File: config.mk
export PLATFORM = sky130hd
export DESIGN_NAME = config_wakeup_sequencer
export DESIGN_NICKNAME = d
export VERILOG_FILES = /design/src/wakeup_pkg.sv /design/src/config_wakeup_sequencer.sv /design/src/master_clock_gen.sv
export SDC_FILE = /design/constraint.sdc
export NUM_CORES = 1
export LEC_CHECK = 0
export ABC_AREA = 1
export BUFFER_PORTS_ARGS = -buffer_cell sky130_fd_sc_hd__clkbuf_2
export CAP_MARGIN = 20
export CORE_ASPECT_RATIO = 0.75
export CORE_MARGIN = 5
export CORE_UTILIZATION = 43
export DETAILED_ROUTE_END_ITERATION = 8
export SYNTH_ARGS = -nofsm -noshare
export SYNTH_HDL_FRONTEND = slang
export SYNTH_SLANG_ARGS = --single-unit
File: constraint.sdc
create_clock -name mclk -period 4.6 [get_ports mclk]
set_input_delay 0.46 -clock mclk [delete_from_list [all_inputs] [get_ports mclk]]
set_output_delay 0.46 -clock mclk [all_outputs]
set_load 0.02 [all_outputs]
File: src/wakeup_pkg.sv
/*
  shared constants and types for the configuration wake-up sequencer.
  assumes a single 100 MHz system clock, mclk.
*/
package wakeup_pkg;

  // number of wake-up phases and sequence limits
  localparam int unsigned NUM_PHASES = 4;
  localparam logic [4:0] SEQ_MIN = 5'h01;
  localparam logic [4:0] SEQ_MAX = 5'h19;
  localparam logic [4:0] SEQ_MAX_OVERFLOW = 5'h07;
  localparam logic [4:0] SEQ_DEFAULT = 5'h15;
  localparam logic [4:0] SEQ_DEFAULT_OVERFLOW = 5'h04;

  // phase codes: 0..3 for T0..T3
  localparam logic [1:0] PH_T0 = 2'h0;
  localparam logic [1:0] PH_T1 = 2'h1;
  localparam logic [1:0] PH_T2 = 2'h2;
  localparam logic [1:0] PH_T3 = 2'h3;

  // configuration port select codes
  localparam logic [1:0] PORT_SLAVE_SERIAL = 2'h0;
  localparam logic [1:0] PORT_MASTER_SERIAL = 2'h1;
  localparam logic [1:0] PORT_SLAVE_PARALLEL = 2'h2;
  localparam logic [1:0] PORT_SELF_DOWNLOAD = 2'h3;

  // master clock timing
  localparam int unsigned MCLK_HZ = 100_000_000;
  localparam int unsigned MASTER_CLK_DEFAULT_HZ = 2_500_000;
  localparam int unsigned DEFAULT_HALF_CYCLES =
    MCLK_HZ / (2 * MASTER_CLK_DEFAULT_HZ);
  localparam int unsigned DIV_WIDTH = 8;
  localparam logic [DIV_WIDTH-1:0] DEFAULT_HALF =
    DIV_WIDTH'(DEFAULT_HALF_CYCLES);

  // phase at which each control goes active for one sequence
  typedef struct packed {
    logic [1:0] done_ph;
    logic [1:0] oe_ph;
    logic [1:0] wd_ph;
    logic [1:0] sr_ph;
  } phase_map_t;

  // the set of global controls driven by the sequencer
  typedef struct packed {
    logic complete;
    logic output_enable;
    logic write_disable;
    logic set_reset;
  } wake_ctrl_t;

  typedef enum logic [2:0] {
    ST_CONFIG = 3'b000,
    ST_WAIT_EXT = 3'b001,
    ST_RUN = 3'b010,
    ST_USER = 3'b011,
    ST_ERROR = 3'b100
  } wake_state_t;

endpackage

File: src/config_wakeup_sequencer.sv
/*
  post-configuration wake-up sequencer: steps phases T0..T3 and drives
  the completion pin and the global output enable, write disable and
  set/reset controls; also makes the master configuration clock.
  assumes all strap and setting inputs are static during configuration.
*/
`timescale 1ns/1ns
module config_wakeup_sequencer
  import wakeup_pkg::*;
#(
  parameter int unsigned FREQ_WIDTH = DIV_WIDTH
) (
  // clock and reset
  input wire logic mclk,
  input wire logic rst_n,
  // configuration engine status
  input wire logic config_done_bit,
  input wire logic config_error,
  input wire logic config_start,
  input wire logic freq_field_valid,
  input wire logic [FREQ_WIDTH-1:0] master_clock_freq_select,
  // settings
  input wire logic wait_external_complete,
  input wire logic complete_pin_open_drain,
  input wire logic overflow_enable,
  input wire logic [4:0] wake_sequence,
  input wire logic keep_config_port,
  input wire logic readback_lock,
  input wire logic jtag_port,
  input wire logic readback_request,
  input wire logic readback_id_area,
  // straps and completion pin
  input wire logic [1:0] port_select,
  input wire logic complete_pin_in,
  output logic complete_pin_out,
  output logic complete_pin_oe_n,
  // global controls
  output logic global_output_enable,
  output logic global_write_disable,
  output logic global_set_reset,
  // config port and clock
  output logic [1:0] active_port,
  output logic config_port_active,
  output logic config_clock,
  output logic config_clock_oe_n,
  output logic startup_from_test_clock,
  output logic readback_grant,
  output logic readback_refused
);

  initial begin
    if (FREQ_WIDTH < 2) $error("config_wakeup_sequencer: FREQ_WIDTH small");
  end

  ////////////////////////////////////////////////////////////////////////
  // sequence table lookup

  function automatic phase_map_t seq_map(input logic [4:0] s);
    phase_map_t m;
    m = '{PH_T3, PH_T1, PH_T2, PH_T2};
    case (s)
      5'h01: m = '{PH_T0, PH_T1, PH_T1, PH_T1};
      5'h02: m = '{PH_T0, PH_T2, PH_T2, PH_T2};
      5'h03: m = '{PH_T0, PH_T3, PH_T3, PH_T3};
      5'h04: m = '{PH_T0, PH_T1, PH_T2, PH_T2};
      5'h05: m = '{PH_T0, PH_T1, PH_T3, PH_T3};
      5'h06: m = '{PH_T0, PH_T1, PH_T2, PH_T3};
      5'h07: m = '{PH_T0, PH_T1, PH_T3, PH_T2};
      5'h08: m = '{PH_T1, PH_T2, PH_T2, PH_T2};
      5'h09: m = '{PH_T1, PH_T3, PH_T3, PH_T3};
      5'h0a: m = '{PH_T1, PH_T3, PH_T2, PH_T2};
      5'h0b: m = '{PH_T1, PH_T2, PH_T3, PH_T3};
      5'h0c: m = '{PH_T2, PH_T3, PH_T3, PH_T3};
      5'h0d: m = '{PH_T2, PH_T1, PH_T1, PH_T1};
      5'h0e: m = '{PH_T2, PH_T1, PH_T3, PH_T3};
      5'h0f: m = '{PH_T2, PH_T1, PH_T1, PH_T3};
      5'h10: m = '{PH_T2, PH_T3, PH_T1, PH_T3};
      5'h11: m = '{PH_T2, PH_T3, PH_T1, PH_T1};
      5'h12: m = '{PH_T2, PH_T1, PH_T3, PH_T1};
      5'h13: m = '{PH_T3, PH_T2, PH_T2, PH_T2};
      5'h14: m = '{PH_T3, PH_T1, PH_T1, PH_T1};
      5'h15: m = '{PH_T3, PH_T1, PH_T2, PH_T2};
      5'h16: m = '{PH_T3, PH_T1, PH_T1, PH_T2};
      5'h17: m = '{PH_T3, PH_T2, PH_T1, PH_T2};
      5'h18: m = '{PH_T3, PH_T2, PH_T1, PH_T1};
      5'h19: m = '{PH_T3, PH_T1, PH_T2, PH_T1};
      default: m = '{PH_T3, PH_T1, PH_T2, PH_T2};
    endcase
    return m;
  endfunction

  // control is on once the current phase reaches its phase
  function automatic logic reached(input logic [1:0] cur,
                                   input logic [1:0] at);
    return cur >= at;
  endfunction

  ////////////////////////////////////////////////////////////////////////
  // pin synchronisers: three flops, change counts when 2nd and 3rd agree

  logic [2:0] pin_sync;
  logic pin_high;
  logic [2:0] sel0_sync;
  logic [2:0] sel1_sync;
  logic [1:0] port_latched;

  always_ff @(posedge mclk) begin
    if (!rst_n) begin
      pin_sync <= 3'h0;
      sel0_sync <= 3'h0;
      sel1_sync <= 3'h0;
      pin_high <= 1'b0;
    end else begin
      pin_sync <= {pin_sync[1:0], complete_pin_in};
      sel0_sync <= {sel0_sync[1:0], port_select[0]};
      sel1_sync <= {sel1_sync[1:0], port_select[1]};
      if (pin_sync[1] == pin_sync[2]) pin_high <= pin_sync[2];
    end
  end

  // port select straps caught at configuration start
  always_ff @(posedge mclk) begin
    if (!rst_n) begin
      port_latched <= PORT_SLAVE_SERIAL;
    end else if (config_start && sel0_sync[1] == sel0_sync[2] &&
                 sel1_sync[1] == sel1_sync[2]) begin
      port_latched <= {sel1_sync[2], sel0_sync[2]};
    end
  end

  ////////////////////////////////////////////////////////////////////////
  // sequence selection and wait mode

  wire seq_in_range = (wake_sequence >= SEQ_MIN) &&
    (wake_sequence <= (overflow_enable ? SEQ_MAX_OVERFLOW : SEQ_MAX));
  wire [4:0] eff_seq = seq_in_range ? wake_sequence :
    (overflow_enable ? SEQ_DEFAULT_OVERFLOW : SEQ_DEFAULT);
  wire eff_wait = wait_external_complete | overflow_enable;
  wire eff_open_drain = eff_wait | complete_pin_open_drain;
  wire phase_map_t map = seq_map(eff_seq);
  wire master_mode = (port_latched == PORT_MASTER_SERIAL);

  ////////////////////////////////////////////////////////////////////////
  // state machine

  wake_state_t state;
  wake_state_t next_state;
  logic [1:0] phase;
  logic [1:0] next_phase;
  logic done_before_ext;

  // start decisions for the two wake-up processes
  wire int_start = config_done_bit && !config_error && !eff_wait;
  wire ext_start = pin_high && eff_wait;

  always_comb begin
    next_state = state;
    next_phase = phase;
    case (state)
      ST_CONFIG: begin
        if (config_error) begin
          next_state = ST_ERROR;
        end else if (int_start) begin
          next_state = ST_RUN;
          next_phase = PH_T0;
        end else if (config_done_bit) begin
          next_state = ST_WAIT_EXT;
        end
      end
      ST_WAIT_EXT: begin
        if (ext_start) begin
          next_state = ST_RUN;
          next_phase = PH_T0;
        end
      end
      ST_RUN: begin
        if (phase == PH_T3) next_state = ST_USER;
        else next_phase = phase + 2'h1;
      end
      ST_USER: next_state = ST_USER;
      ST_ERROR: next_state = ST_ERROR;
      default: next_state = ST_CONFIG;
    endcase
  end

  always_ff @(posedge mclk) begin
    if (!rst_n) begin
      state <= ST_CONFIG;
      phase <= PH_T0;
    end else begin
      state <= next_state;
      phase <= next_phase;
    end
  end

  // in waiting mode the pin is released when the bit sets, so that
  // the shared net can go high once every chained device lets go
  assign done_before_ext = (state == ST_WAIT_EXT);

  ////////////////////////////////////////////////////////////////////////
  // control outputs, held on once reached

  wire running = (state == ST_RUN);
  wire in_user = (state == ST_USER);
  // once let go the pin stays released, so chained devices filtering
  // the shared net never see it fall again during the run
  wire next_done = complete_pin_out || in_user || done_before_ext ||
    (running && reached(phase, map.done_ph));
  wire next_oe = in_user || (running && reached(phase, map.oe_ph));
  wire next_wd = in_user || (running && reached(phase, map.wd_ph));
  wire next_sr = in_user || (running && reached(phase, map.sr_ph));

  always_ff @(posedge mclk) begin
    if (!rst_n) begin
      complete_pin_out <= 1'b0;
      complete_pin_oe_n <= 1'b0;
      global_output_enable <= 1'b0;
      global_write_disable <= 1'b0;
      global_set_reset <= 1'b0;
    end else begin
      // low is always driven; high is released or driven per mode
      complete_pin_out <= next_done;
      complete_pin_oe_n <= next_done && eff_open_drain;
      global_output_enable <= next_oe;
      global_write_disable <= next_wd;
      global_set_reset <= next_sr;
    end
  end

  ////////////////////////////////////////////////////////////////////////
  // configuration port, clock source and readback

  wire port_on = !in_user || keep_config_port;
  wire rb_ok = port_on && (!readback_lock || readback_id_area);

  always_ff @(posedge mclk) begin
    if (!rst_n) begin
      active_port <= PORT_SLAVE_SERIAL;
      config_port_active <= 1'b1;
      config_clock_oe_n <= 1'b1;
      startup_from_test_clock <= 1'b0;
      readback_grant <= 1'b0;
      readback_refused <= 1'b0;
    end else begin
      active_port <= port_latched;
      config_port_active <= port_on;
      config_clock_oe_n <= !master_mode;
      startup_from_test_clock <= jtag_port;
      readback_grant <= readback_request && rb_ok;
      readback_refused <= readback_request && !rb_ok;
    end
  end

  wire clk_run = master_mode && (state == ST_CONFIG || port_on);

  master_clock_gen #(.WIDTH(FREQ_WIDTH)) u_clk (
    .mclk(mclk),
    .rst_n(rst_n),
    .enable(clk_run),
    .load(freq_field_valid),
    .half_period(master_clock_freq_select),
    .clk_out(config_clock)
  );

endmodule

File: src/master_clock_gen.sv
/*
  master configuration clock generator with a glitchless rate switch.
  assumes the half period setting is stable while load is low.
*/
`timescale 1ns/1ns
module master_clock_gen
  import wakeup_pkg::*;
#(
  parameter int unsigned WIDTH = DIV_WIDTH
) (
  // clock and reset
  input wire logic mclk,
  input wire logic rst_n,
  // control
  input wire logic enable,
  input wire logic load,
  input wire logic [WIDTH-1:0] half_period,
  // clock out
  output logic clk_out
);

  initial begin
    if (WIDTH < $clog2(DEFAULT_HALF_CYCLES + 1))
      $error("master_clock_gen: WIDTH too small");
  end

  logic [WIDTH-1:0] count;
  logic [WIDTH-1:0] active_half;
  logic [WIDTH-1:0] pending_half;
  logic pending;

  // new rate only takes effect at a falling edge, so no short pulse
  wire at_edge = (count + 1'b1 >= active_half);
  wire falling = at_edge && clk_out;
  wire [WIDTH-1:0] safe_half = (half_period == '0) ? WIDTH'(1) : half_period;

  // divider and rate switch
  always_ff @(posedge mclk) begin
    if (!rst_n || !enable) begin
      count <= '0;
      clk_out <= 1'b0;
      active_half <= WIDTH'(DEFAULT_HALF_CYCLES);
      pending <= 1'b0;
      pending_half <= WIDTH'(DEFAULT_HALF_CYCLES);
    end else begin
      if (load) begin
        pending <= 1'b1;
        pending_half <= safe_half;
      end
      if (at_edge) begin
        count <= '0;
        clk_out <= ~clk_out;
        if (falling && pending && !load) begin
          active_half <= pending_half;
          pending <= 1'b0;
        end
      end else begin
        count <= count + 1'b1;
      end
    end
  end

endmodule

==> flow_metrics.py, run 1 <==
metrics = {
    "placed_design": {
        "portBuffers": 42,
        "gp_congestion": 0.918,
        "post-place-ws_ps": 1180,
        "hpwlAfterDp_mm": 4.92,
    },
    "critical_path": {
        "worstSetupPathType": "in -> reg",
        "worstPathMaxFanout": 12,
        "critPathCaptureType": "register",
        "startpoint_type": "input pin",
        "cp.required_ps": 4810,
        "arrival_ps": 3270,
    },
    "yosys": {
        "syn_area_sq_um": 3080,
        "synth_top_area_share": 0.358,
        "yosys_warnings": 0,
        "netlist_instances": 441,
        "synthFlopType": "dfxtp_1",
        "synth.avg_cell_area_sq_um": 6.97,
        "async_flop_share": 0,
        "yosysUniqueCellTypes": 33,
        "yosysMostFrequentCell": "nand2_1",
        "synth_edf_count": 0,
        "syn_nets": 498,
        "ys_top_cells_by_area": "dfxtp_1 36%, nand2_1 12%, ha_1 11%, inv_1 9.6%, nor2_1 7.3%",
        "synth_top_cell_by_area": "dfxtp_1",
        "ys_seq_area_frac": 0.358,
        "synth-seq-cells": 55,
        "yosys-top-cells-count": "97 x nand2_1, 79 x inv_1, 60 x nor2_1, 55 x dfxtp_1, 27 x ha_1",
    },
    "sta": {
        "setup_violations": 0,
        "fin_crit_sh": 0.667,
        "fmax_mhz": 326,
        "fin_skew_ps": 7.66,
        "slew_headroom": 0.740,
        "rsz0062_at_grt": "false",
        "min_period_ps": 3070,
        "report.final.slew_viol_count": 0,
        "tns_ps": 0,
        "worstMarginPinSlew_ps": 390,
        "timing.final.ws_setup_ps": 1530,
        "hold_viol_final": 0,
    },
    "layout": {
        "syn2layout_area_growth_pct": 12.5,
        "antenna_cells": 0,
        "layout-drive-gt1-share": 0.137,
        "nNetsFinal": 539,
        "n_fill_cell": 740,
        "final_util": 0.502,
    },
    "clocking": {
        "cts-root-buf": "clkbuf_8",
        "htreeDepth": 2,
        "clk_pin_slew_ps": 110,
        "cts_resized": 0,
        "clock_path_buffers": 2,
        "cts_tree": "yes",
        "post-cts-setup-buffer-count": 0,
        "numCtsBuffers": 5,
        "ctsHoldBuffers": 0,
        "cts_sinks": 55,
        "clock_latency_ps": 310,
    },
    "outcome": {
        "run_status": "finished clean",
    },
    "floorplanning": {
        "rows": 26,
        "die_h_um": 83.2,
        "io_pins": 43,
        "core_area_sq_um": 6900,
        "dieArea_sq_um": 8960,
        "initial_core_util": 0.446,
        "die_x_um": 108,
    },
    "route": {
        "routed_wirelength_mm": 6.20,
        "wl_per_cell_um": 10.7,
        "ant_nets": 0,
        "vias_per_cell": 4.70,
        "detail_route.iter0.violations": 155,
        "vias": 2729,
        "dr.pass1.iters": 4,
        "drt_drc_violations_left": 0,
    },
    "power": {
        "ir_drop_uv": 192,
        "powerDensity_nw_per_um2": 327,
        "p_leak_nw": 1.82,
        "power.total_w": 0.00113,
    },
    "global_routing": {
        "track_usage": 0.140,
        "grt_max_degree": 20,
        "grt_pass1_wl_mm": 10.5,
        "grt_antenna_before_repair": 0,
        "grt_pass1_vias": 2462,
        "grt_overflow": 0,
    },
    "min_path": {
        "hp-class": "in -> reg",
    },
    "run": {
        "cap_violations": 0,
    },
}
## final cells by class
| cell class | count | area, sq um | share of cell area |
|---|---|---|---|
| repair buffers | 42 | 210 | 0.0607 |
| clock inverters | 3 | 25.0 | 0.00723 |
| well taps | 98 | 123 | 0.0354 |
| inverters | 82 | 313 | 0.0904 |
| flip-flops and latches | 55 | 1100 | 0.318 |
| multi-input cells | 296 | 1620 | 0.468 |
| clock buffers | 5 | 68.8 | 0.0199 |
## final timing paths
path              cells past startpoint  slack (ps)                                 end                       from
setup / recovery                     22        1530        complete_pin_oe_n$_SDFF_PN0_            overflow_enable
hold / removal                        3         320  startup_from_test_clock$_SDFF_PN0_                  jtag_port
setup reg to reg                     14        1740   u_clk.active_half[6]$_SDFFE_PP0P_  u_clk.count[0]$_SDFF_PP0_
hold reg to reg                       2         420             sel0_sync[1]$_SDFF_PN0_    sel0_sync[0]$_SDFF_PN0_
## report_power, final
group          leakage, nW  internal (W)  switching, W
Clock               0.0443      0.000109      0.000169
Sequential           0.447      0.000510     0.0000222
Combinational         1.33      0.000114      0.000208
Total                 1.82      0.000733      0.000399
## flip-flops by register name, summed over array words and instances, names as in the netlist, 2 cells and up
signal and flops:
port_latched 2, u_clk.count 8, u_clk.active_half 8, sel0_sync 3, sel1_sync 3, pin_sync 3
u_clk.pending_half 8, active_port 2, phase 2, state 3
## kinds of logic after synthesis
group / Yosys count / synth area share
xor gates and xnor gates: 5 / 0.0142
DFF: 55 / 0.358
AOI/OAI and AO/OA: 51 / 0.0899
and+or+nand+nor: 213 / 0.313
adders and majority gates: 27 / 0.110
buffers and inverters: 90 / 0.115
## placed cells by master (no fill, tap or decap), drive strengths merged, types with 5 or more instances in the layout
cell type  count
a21oi         24
clkbuf        47
dfxtp         55
ha            27
inv           82
nand2        101
nand3         24
nand4         15
nor2          63
nor3           5
o21ai         18
xor2           5
## worst max-delay path, cell delays in order
cell and delay [ps]:
clkbuf_2 170, inv_1 80, ha_1 310, nand2_1 60
nand2_1 40, nand2_1 50, nand2_1 50, nand2_2 200
nand2_1 120, nand2_2 120, nand2_1 110, ha_1 240
nand4_1 140, nand2_1 70, o21ai_0 140, inv_1 60
ha_1 260, inv_1 50, a21boi_0 70, o21ai_0 130
nor3b_1 260, nor3_1 70
## per-layer routing
layer	track usage	vias to the layer above	share of wire
met5	0	-	0
met4	0.0310	0	0.0071
met1	0.185	1191	0.49
met3	0.0380	5	0.061
met2	0.226	61	0.45
li1	-	1472	-
## through the flow
| step | cell area, sq um | hold slack [ps] | cells |
|---|---|---|---|
| global placement | 3370 | 393 | 573 |
| CTS | 3460 | 304 | 581 |
| global route | 3460 | 311 | 581 |
| detailed placement | 3370 | 404 | 573 |
| floorplan | 3080 | 390 | 441 |
| finish | 3460 | 319 | 581 |
(Power assumes the default switching activity.)
==> run 2, diff against run 1 <==
- clock period: 4.6 -> 3.2 ns (I/O delays scaled with it)
==> run 2 against run 1 <==
  * Sequential share of layout area down 0.69 points
  * Register-to-register slack worse by 1200 ps
  * Via count up 1.2%
  * Combinational power up 48%
  * Global-route usage up 1.2 points
  * Cell count up 1.2%
  * Worst hold slack worse by 130 ps
  * Largest cell class unchanged
  * Highest routed layer unchanged
==> flow_metrics.py, run 2 (same netlist as run 1, synthesis figures left out) <==
metrics = {
    "floorplanning": {
        "dieArea_sq_um": 8960,
        "initial_core_util": 0.446,
        "die_x_um": 108,
        "core_area_sq_um": 6900,
        "rows": 26,
        "die_h_um": 83.2,
        "io_pins": 43,
    },
    "power": {
        "powerDensity_nw_per_um2": 488,
        "ir_drop_uv": 251,
        "power.total_w": 0.00172,
        "p_leak_nw": 1.87,
    },
    "min_path": {
        "hold_path_end": "startup_from_test_clock$_SDFF_PN0_",
        "hold_path_depth": 3,
        "min-delay-start": "jtag_port",
        "hp-class": "in -> reg",
    },
    "sta": {
        "timing.final.ws_setup_ps": 378,
        "hold_viol_final": 0,
        "min_period_ps": 2820,
        "slew_headroom": 0.731,
        "fmax_mhz": 354,
        "rsz0062_at_grt": "false",
        "report.final.slew_viol_count": 0,
        "tns_ps": 0,
        "fin_skew_ps": 3.73,
        "worstMarginPinSlew_ps": 401,
        "fin_crit_sh": 0.882,
        "setup_violations": 0,
    },
    "clocking": {
        "cts_resized": 0,
        "cts-root-buf": "clkbuf_8",
        "cts_sinks": 55,
        "clock_path_buffers": 2,
        "clk_pin_slew_ps": 100,
        "numCtsBuffers": 5,
        "clock_latency_ps": 300,
        "ctsHoldBuffers": 0,
        "cts_tree": "yes",
        "htreeDepth": 2,
        "post-cts-setup-buffer-count": 0,
    },
    "placed_design": {
        "dp.cells": 580,
        "portBuffers": 42,
        "post-place-ws_ps": 64.2,
        "hpwlAfterDp_mm": 5.33,
        "gp_congestion": 0.897,
    },
    "layout": {
        "layout-drive-gt1-share": 0.149,
        "layout_common_cells": "97 x nand2_1, 79 x inv_1, 60 x nor2_1",
        "reg.largest.list": "u_clk.active_half: 8 flops, u_clk.count: 8 flops, u_clk.pending_half: 8 flops",
        "syn2layout_area_growth_pct": 15.0,
        "nNetsFinal": 546,
        "final_util": 0.513,
        "antenna_cells": 0,
        "n_fill_cell": 745,
        "layout_commonest_cell": "nand2_1",
        "final_cell_count_no_fill": 588,
    },
    "route": {
        "dr.pass1.iters": 4,
        "routed_wirelength_mm": 6.66,
        "wl_per_cell_um": 11.3,
        "ant_nets": 0,
        "detail_route.iter0.violations": 137,
        "vias": 2761,
        "vias_per_cell": 4.70,
        "drt_drc_violations_left": 0,
    },
    "global_routing": {
        "grt_antenna_before_repair": 0,
        "grt_max_degree": 20,
        "grt_overflow": 0,
        "track_usage": 0.152,
        "grt_pass1_wl_mm": 11.4,
        "grt_pass1_vias": 2579,
    },
    "critical_path": {
        "r2r-start": "u_clk.count[0]$_SDFF_PP0_",
        "cp.required_ps": 3400,
        "arrival_ps": 3020,
        "worstPathMaxFanout": 7,
        "worstSetupPathType": "in -> reg",
        "cp-startpoint": "overflow_enable",
        "rr_worst_depth": 14,
        "worstReg2RegEnd": "u_clk.active_half[6]$_SDFFE_PP0P_",
        "rrSetupSlack_ps": 580,
        "critPathCaptureType": "register",
        "startpoint_type": "input pin",
    },
    "outcome": {
        "run_status": "finished clean",
    },
    "run": {
        "cap_violations": 0,
    },
}
==> run 2: cell count changes in the layout (fill, tap and decap cells not counted) <==
cell	previous run	this run
clkinvlp_4	1	0
clkinv_4	2	0
bufinv_16	0	1
clkbuf_8	5	6
buf_4	0	7
clkinv_2	0	1
==> run 2: area by class of cell <==
type / count / area (sq um) / share of cell area
clock inverter: 2 / 35.0 / 0.00990
inverter: 82 / 313 / 0.0884
multi-input combinational: 296 / 1620 / 0.458
clock buffer: 6 / 82.6 / 0.0233
timing repair buffer: 49 / 263 / 0.0743
sequential: 55 / 1100 / 0.311
tap: 98 / 123 / 0.0347
==> run 2: worst max-delay path by stage <==
stage	to	cells past startpoint
floorplan	complete_pin_oe_n$_SDFF_PN0_	22
global placement	complete_pin_oe_n$_SDFF_PN0_	21
detailed placement	complete_pin_oe_n$_SDFF_PN0_	21
CTS	complete_pin_oe_n$_SDFF_PN0_	21
global route	complete_pin_oe_n$_SDFF_PN0_	21
finish	complete_pin_oe_n$_SDFF_PN0_	21
==> run 2: metrics by stage <==
stage,hold slack (ps),instance area [sq um]
after global placement,394,3420
after global routing,185,3540
after detailed placement,400,3420
final,187,3540
after floorplan,390,3080
after CTS,179,3540
==> run 2: power by group <==
part           internal (W)  switching (W)  leakage, nW
clock              0.000254       0.000228       0.0612
combinational      0.000172       0.000305         1.36
sequential         0.000732      0.0000336        0.447
total               0.00116       0.000567         1.87
==> run 2: metal layers <==
layer  GRT usage  share of wire  vias up
li1            -              -     1484
met1       0.206           0.50     1218
met2       0.251           0.45       55
met3      0.0295          0.044        4
met4      0.0310         0.0063        0
met5           0              0        -
==> run 2: worst max-delay path, stage by stage <==
cell      delay, ps
clkbuf_2        160
inv_1            80
ha_1            310
nand2_1          60
nand2_1          40
nand2_1          50
nand2_1          50
nand2_2         120
buf_4           170
nand2_1         140
ha_1            250
nand4_1         120
nand2_1          60
o21ai_0         160
inv_1            60
ha_1            260
inv_1            50
a21boi_0         60
o21ai_0         130
nor3b_1         280
nor3_1           70
==> run 3, diff against run 2 <==
- ABC_AREA: 1 -> unset
==> run 3 against run 2 <==
  * Sequential share of layout area down 0.27 points
  * Synthesized cell count is 21% lower
  * Combinational power down 5.9%
  * Register-to-register slack worse by 140 ps
  * Maximum frequency is 8.8% lower
  * Cell area rose by 0.88%
  * Synthesized area shrank 3.5%
  * Sequential power rose by 2%
  * Critical path depth shrank 3
  * Setup slack lost 270 ps
  * Non-clock buffer count rose by 16
  * Critical endpoint unchanged
  * Largest cell class unchanged
  * Highest routed layer unchanged
==> flow_metrics.py, run 3 <==
metrics = {
    "outcome": {
        "run_status": "finished clean",
    },
    "critical_path": {
        "arrival_ps": 3310,
        "cp.required_ps": 3410,
        "cp-startpoint": "overflow_enable",
        "cpPeakStageDelay_ps": 300,
        "critPathCaptureType": "register",
        "startpoint_type": "input pin",
        "path_cells": "clkbuf_2, inv_4, ha_1, nand4_1, o22ai_2, or2_4, o211a_4, ha_4, or2_2, a21oi_2, a21oi_1, ha_1, nand2b_1, a21o_1, a21oi_1, nor2_1, o21a_1, o31a_1",
        "rrSetupSlack_ps": 440,
        "rr_worst_depth": 10,
        "crit_path_end": "complete_pin_oe_n$_SDFF_PN0_",
        "r2r-start": "u_clk.count[0]$_SDFF_PP0_",
        "worstPathMaxFanout": 4,
        "worstSetupPathType": "in -> reg",
        "slowest_stage": "or2_2",
        "worstReg2RegEnd": "u_clk.active_half[0]$_SDFFE_PP0P_",
    },
    "yosys": {
        "syn_nets": 407,
        "synth_adder_area_share": 0.114,
        "synth-compound-area-share": 0.194,
        "synth_top_area_share": 0.371,
        "synth_top_cell_by_area": "dfxtp_1",
        "yosys.area_share.simple": 0.212,
        "syn_area_sq_um": 2970,
        "synthFlopType": "dfxtp_1",
        "synth_xor_area_frac": 0.0295,
        "ys_top_cells_by_area": "dfxtp_1 37%, ha_1 11%, o21ai_0 4.9%, a21oi_1 4.2%, nand3_1 3.7%",
        "async_flop_share": 0,
        "yosysUniqueCellTypes": 52,
        "synth-seq-cells": 55,
        "netlist_instances": 350,
        "yosysMostFrequentCell": "dfxtp_1",
        "synth_mux_area_frac": 0.0304,
        "ys_seq_area_frac": 0.371,
        "synth_edf_count": 0,
        "yosys_warnings": 0,
        "synth_top_family_by_area": "simple AND/OR/NAND/NOR gates",
        "yosys-top-cells-count": "55 x dfxtp_1, 29 x o21ai_0, 27 x ha_1, 26 x nor2_1, 25 x a21oi_1",
        "synth.avg_cell_area_sq_um": 8.48,
    },
    "global_routing": {
        "track_usage": 0.160,
        "grt_pass1_vias": 2423,
        "grt_antenna_before_repair": 0,
        "grt_pass1_wl_mm": 11.4,
        "grt_overflow": 0,
        "grt_max_degree": 25,
    },
    "layout": {
        "multi_input_area_sq_um": 1790,
        "seqCellArea_sq_um": 1100,
        "fin_area_sq_um": 3570,
        "reg.largest.list": "u_clk.active_half: 8 flops, u_clk.count: 8 flops, u_clk.pending_half: 8 flops",
        "layout_common_cells": "55 x dfxtp_1, 42 x clkbuf_2, 29 x o21ai_0",
        "layout_commonest_cell": "dfxtp_1",
        "nNetsFinal": 463,
        "antenna_cells": 0,
        "syn2layout_area_growth_pct": 20.2,
        "final_cell_count_no_fill": 490,
        "n_fill_cell": 658,
        "layout-drive-gt1-share": 0.219,
    },
    "sta": {
        "fin_crit_sh": 0.967,
        "hold_viol_final": 0,
        "setup_violations": 0,
        "worstMarginPinSlew_ps": 767,
        "slew_headroom": 0.487,
        "rsz0062_at_grt": "false",
        "fmax_mhz": 323,
        "timing.final.ws_setup_ps": 105,
        "holdWs_ps": 205,
        "report.final.slew_viol_count": 0,
        "min_period_ps": 3090,
        "fin_skew_ps": 9.57,
    },
    "min_path": {
        "hp-class": "in -> reg",
    },
    "clocking": {
        "cts_tree": "yes",
        "clock_latency_ps": 310,
        "post-cts-setup-buffer-count": 0,
        "ctsHoldBuffers": 0,
        "numCtsBuffers": 5,
        "cts-root-buf": "clkbuf_8",
        "cts_resized": 0,
        "cts_sinks": 55,
        "clock_path_buffers": 2,
        "htreeDepth": 2,
        "clk_pin_slew_ps": 100,
    },
    "placed_design": {
        "dp.cells": 483,
        "gp_congestion": 0.922,
        "portBuffers": 42,
        "post-place-ws_ps": -264,
        "hpwlAfterDp_mm": 4.97,
        "placed_cell_area_sq_um": 3460,
    },
    "floorplanning": {
        "initial_core_util": 0.439,
        "rows": 26,
        "die_x_um": 106,
        "dieArea_sq_um": 8680,
        "die_h_um": 82.0,
        "io_pins": 43,
        "core_area_sq_um": 6770,
    },
    "route": {
        "ant_nets": 0,
        "dr.pass1.iters": 4,
        "vias": 2587,
        "wl_per_cell_um": 13.5,
        "routed_wirelength_mm": 6.62,
        "drt_drc_violations_left": 0,
        "detail_route.iter0.violations": 99,
        "vias_per_cell": 5.28,
    },
    "power": {
        "p_leak_nw": 1.58,
        "power.total_w": 0.00169,
        "ir_drop_uv": 359,
        "powerDensity_nw_per_um2": 475,
    },
    "run": {
        "cap_violations": 0,
    },
}
run 3: cell types whose count changed in the layout (fill, tap and decap cells not counted), sizes merged, moves of 5 or more:
cell,change
nand4,-13
o21ai,+11
a21o,+5
inv,-61
nor2b,+5
buf,+16
and2,+12
mux2i,+9
xnor2,+6
nor2,-36
nand2,-80
and3,+10
run 3: metal layers:
metal | wire (um) | vias to the layer above | track usage
met1 | 3590 | 1181 | 0.232
met5 | 0 | - | 0
li1 | - | 1351 | -
met3 | 239 | 5 | 0.0385
met2 | 2750 | 50 | 0.242
met4 | 40 | 0 | 0.0336
run 3: how the worst min path moves through the flow:
stage / startpoint / end / slack, ps / depth (start not counted)
after CTS: port_select[1] / sel1_sync[0]$_SDFF_PN0_ / 200 / 2
after global placement: sel1_sync[0]$_SDFF_PN0_ / sel1_sync[1]$_SDFF_PN0_ / 420 / 1
after global routing: port_select[0] / sel0_sync[0]$_SDFF_PN0_ / 190 / 2
final: port_select[1] / sel1_sync[0]$_SDFF_PN0_ / 210 / 2
after detailed placement: sel0_sync[0]$_SDFF_PN0_ / sel0_sync[1]$_SDFF_PN0_ / 420 / 1
after floorplan: pin_sync[0]$_SDFF_PN0_ / pin_sync[1]$_SDFF_PN0_ / 410 / 1
run 3: cell type report:
| class | count | area share |
|---|---|---|
| Clock inverter | 2 | 0.0116 |
| Tap cell | 84 | 0.0295 |
| Clock buffer | 5 | 0.0193 |
| Timing Repair Buffer | 65 | 0.107 |
| Inverter | 20 | 0.0217 |
| Multi-Input combinational cell | 259 | 0.502 |
| Sequential cell | 55 | 0.309 |
run 3: worst max-delay path, delay by kind of cell:
family / cells / cell delay (ps)
compound gates: 8 / 1120
buf+inv: 2 / 270
fa+ha+maj: 3 / 710
simple gates: 5 / 910
run 3: cell families (layout without fill, tap and decap cells):
| logic type | after synthesis | after routing |
|---|---|---|
| xor gates and xnor gates | 10 | 10 |
| adders and majority gates | 27 | 27 |
| buffers and inverters | 36 | 92 |
| muxes | 9 | 9 |
| DFF | 55 | 55 |
| and+or+nand+nor | 123 | 123 |
| AOI/OAI and AO/OA | 90 | 90 |
run 3: where the power goes:
| part | switching (W) | internal, W | total [W] |
|---|---|---|---|
| Sequential | 0.0000528 | 0.000726 | 0.000779 |
| Combinational | 0.000238 | 0.000212 | 0.000449 |
| Clock | 0.000232 | 0.000235 | 0.000466 |
run 3: through the flow:
stage | TNS, ps | utilization
after floorplan | 0 | -
after global placement | -366 | 0.511
after detailed placement | -536 | 0.511
after CTS | 0 | 0.527
after global routing | 0 | 0.527
final | 0 | 0.527
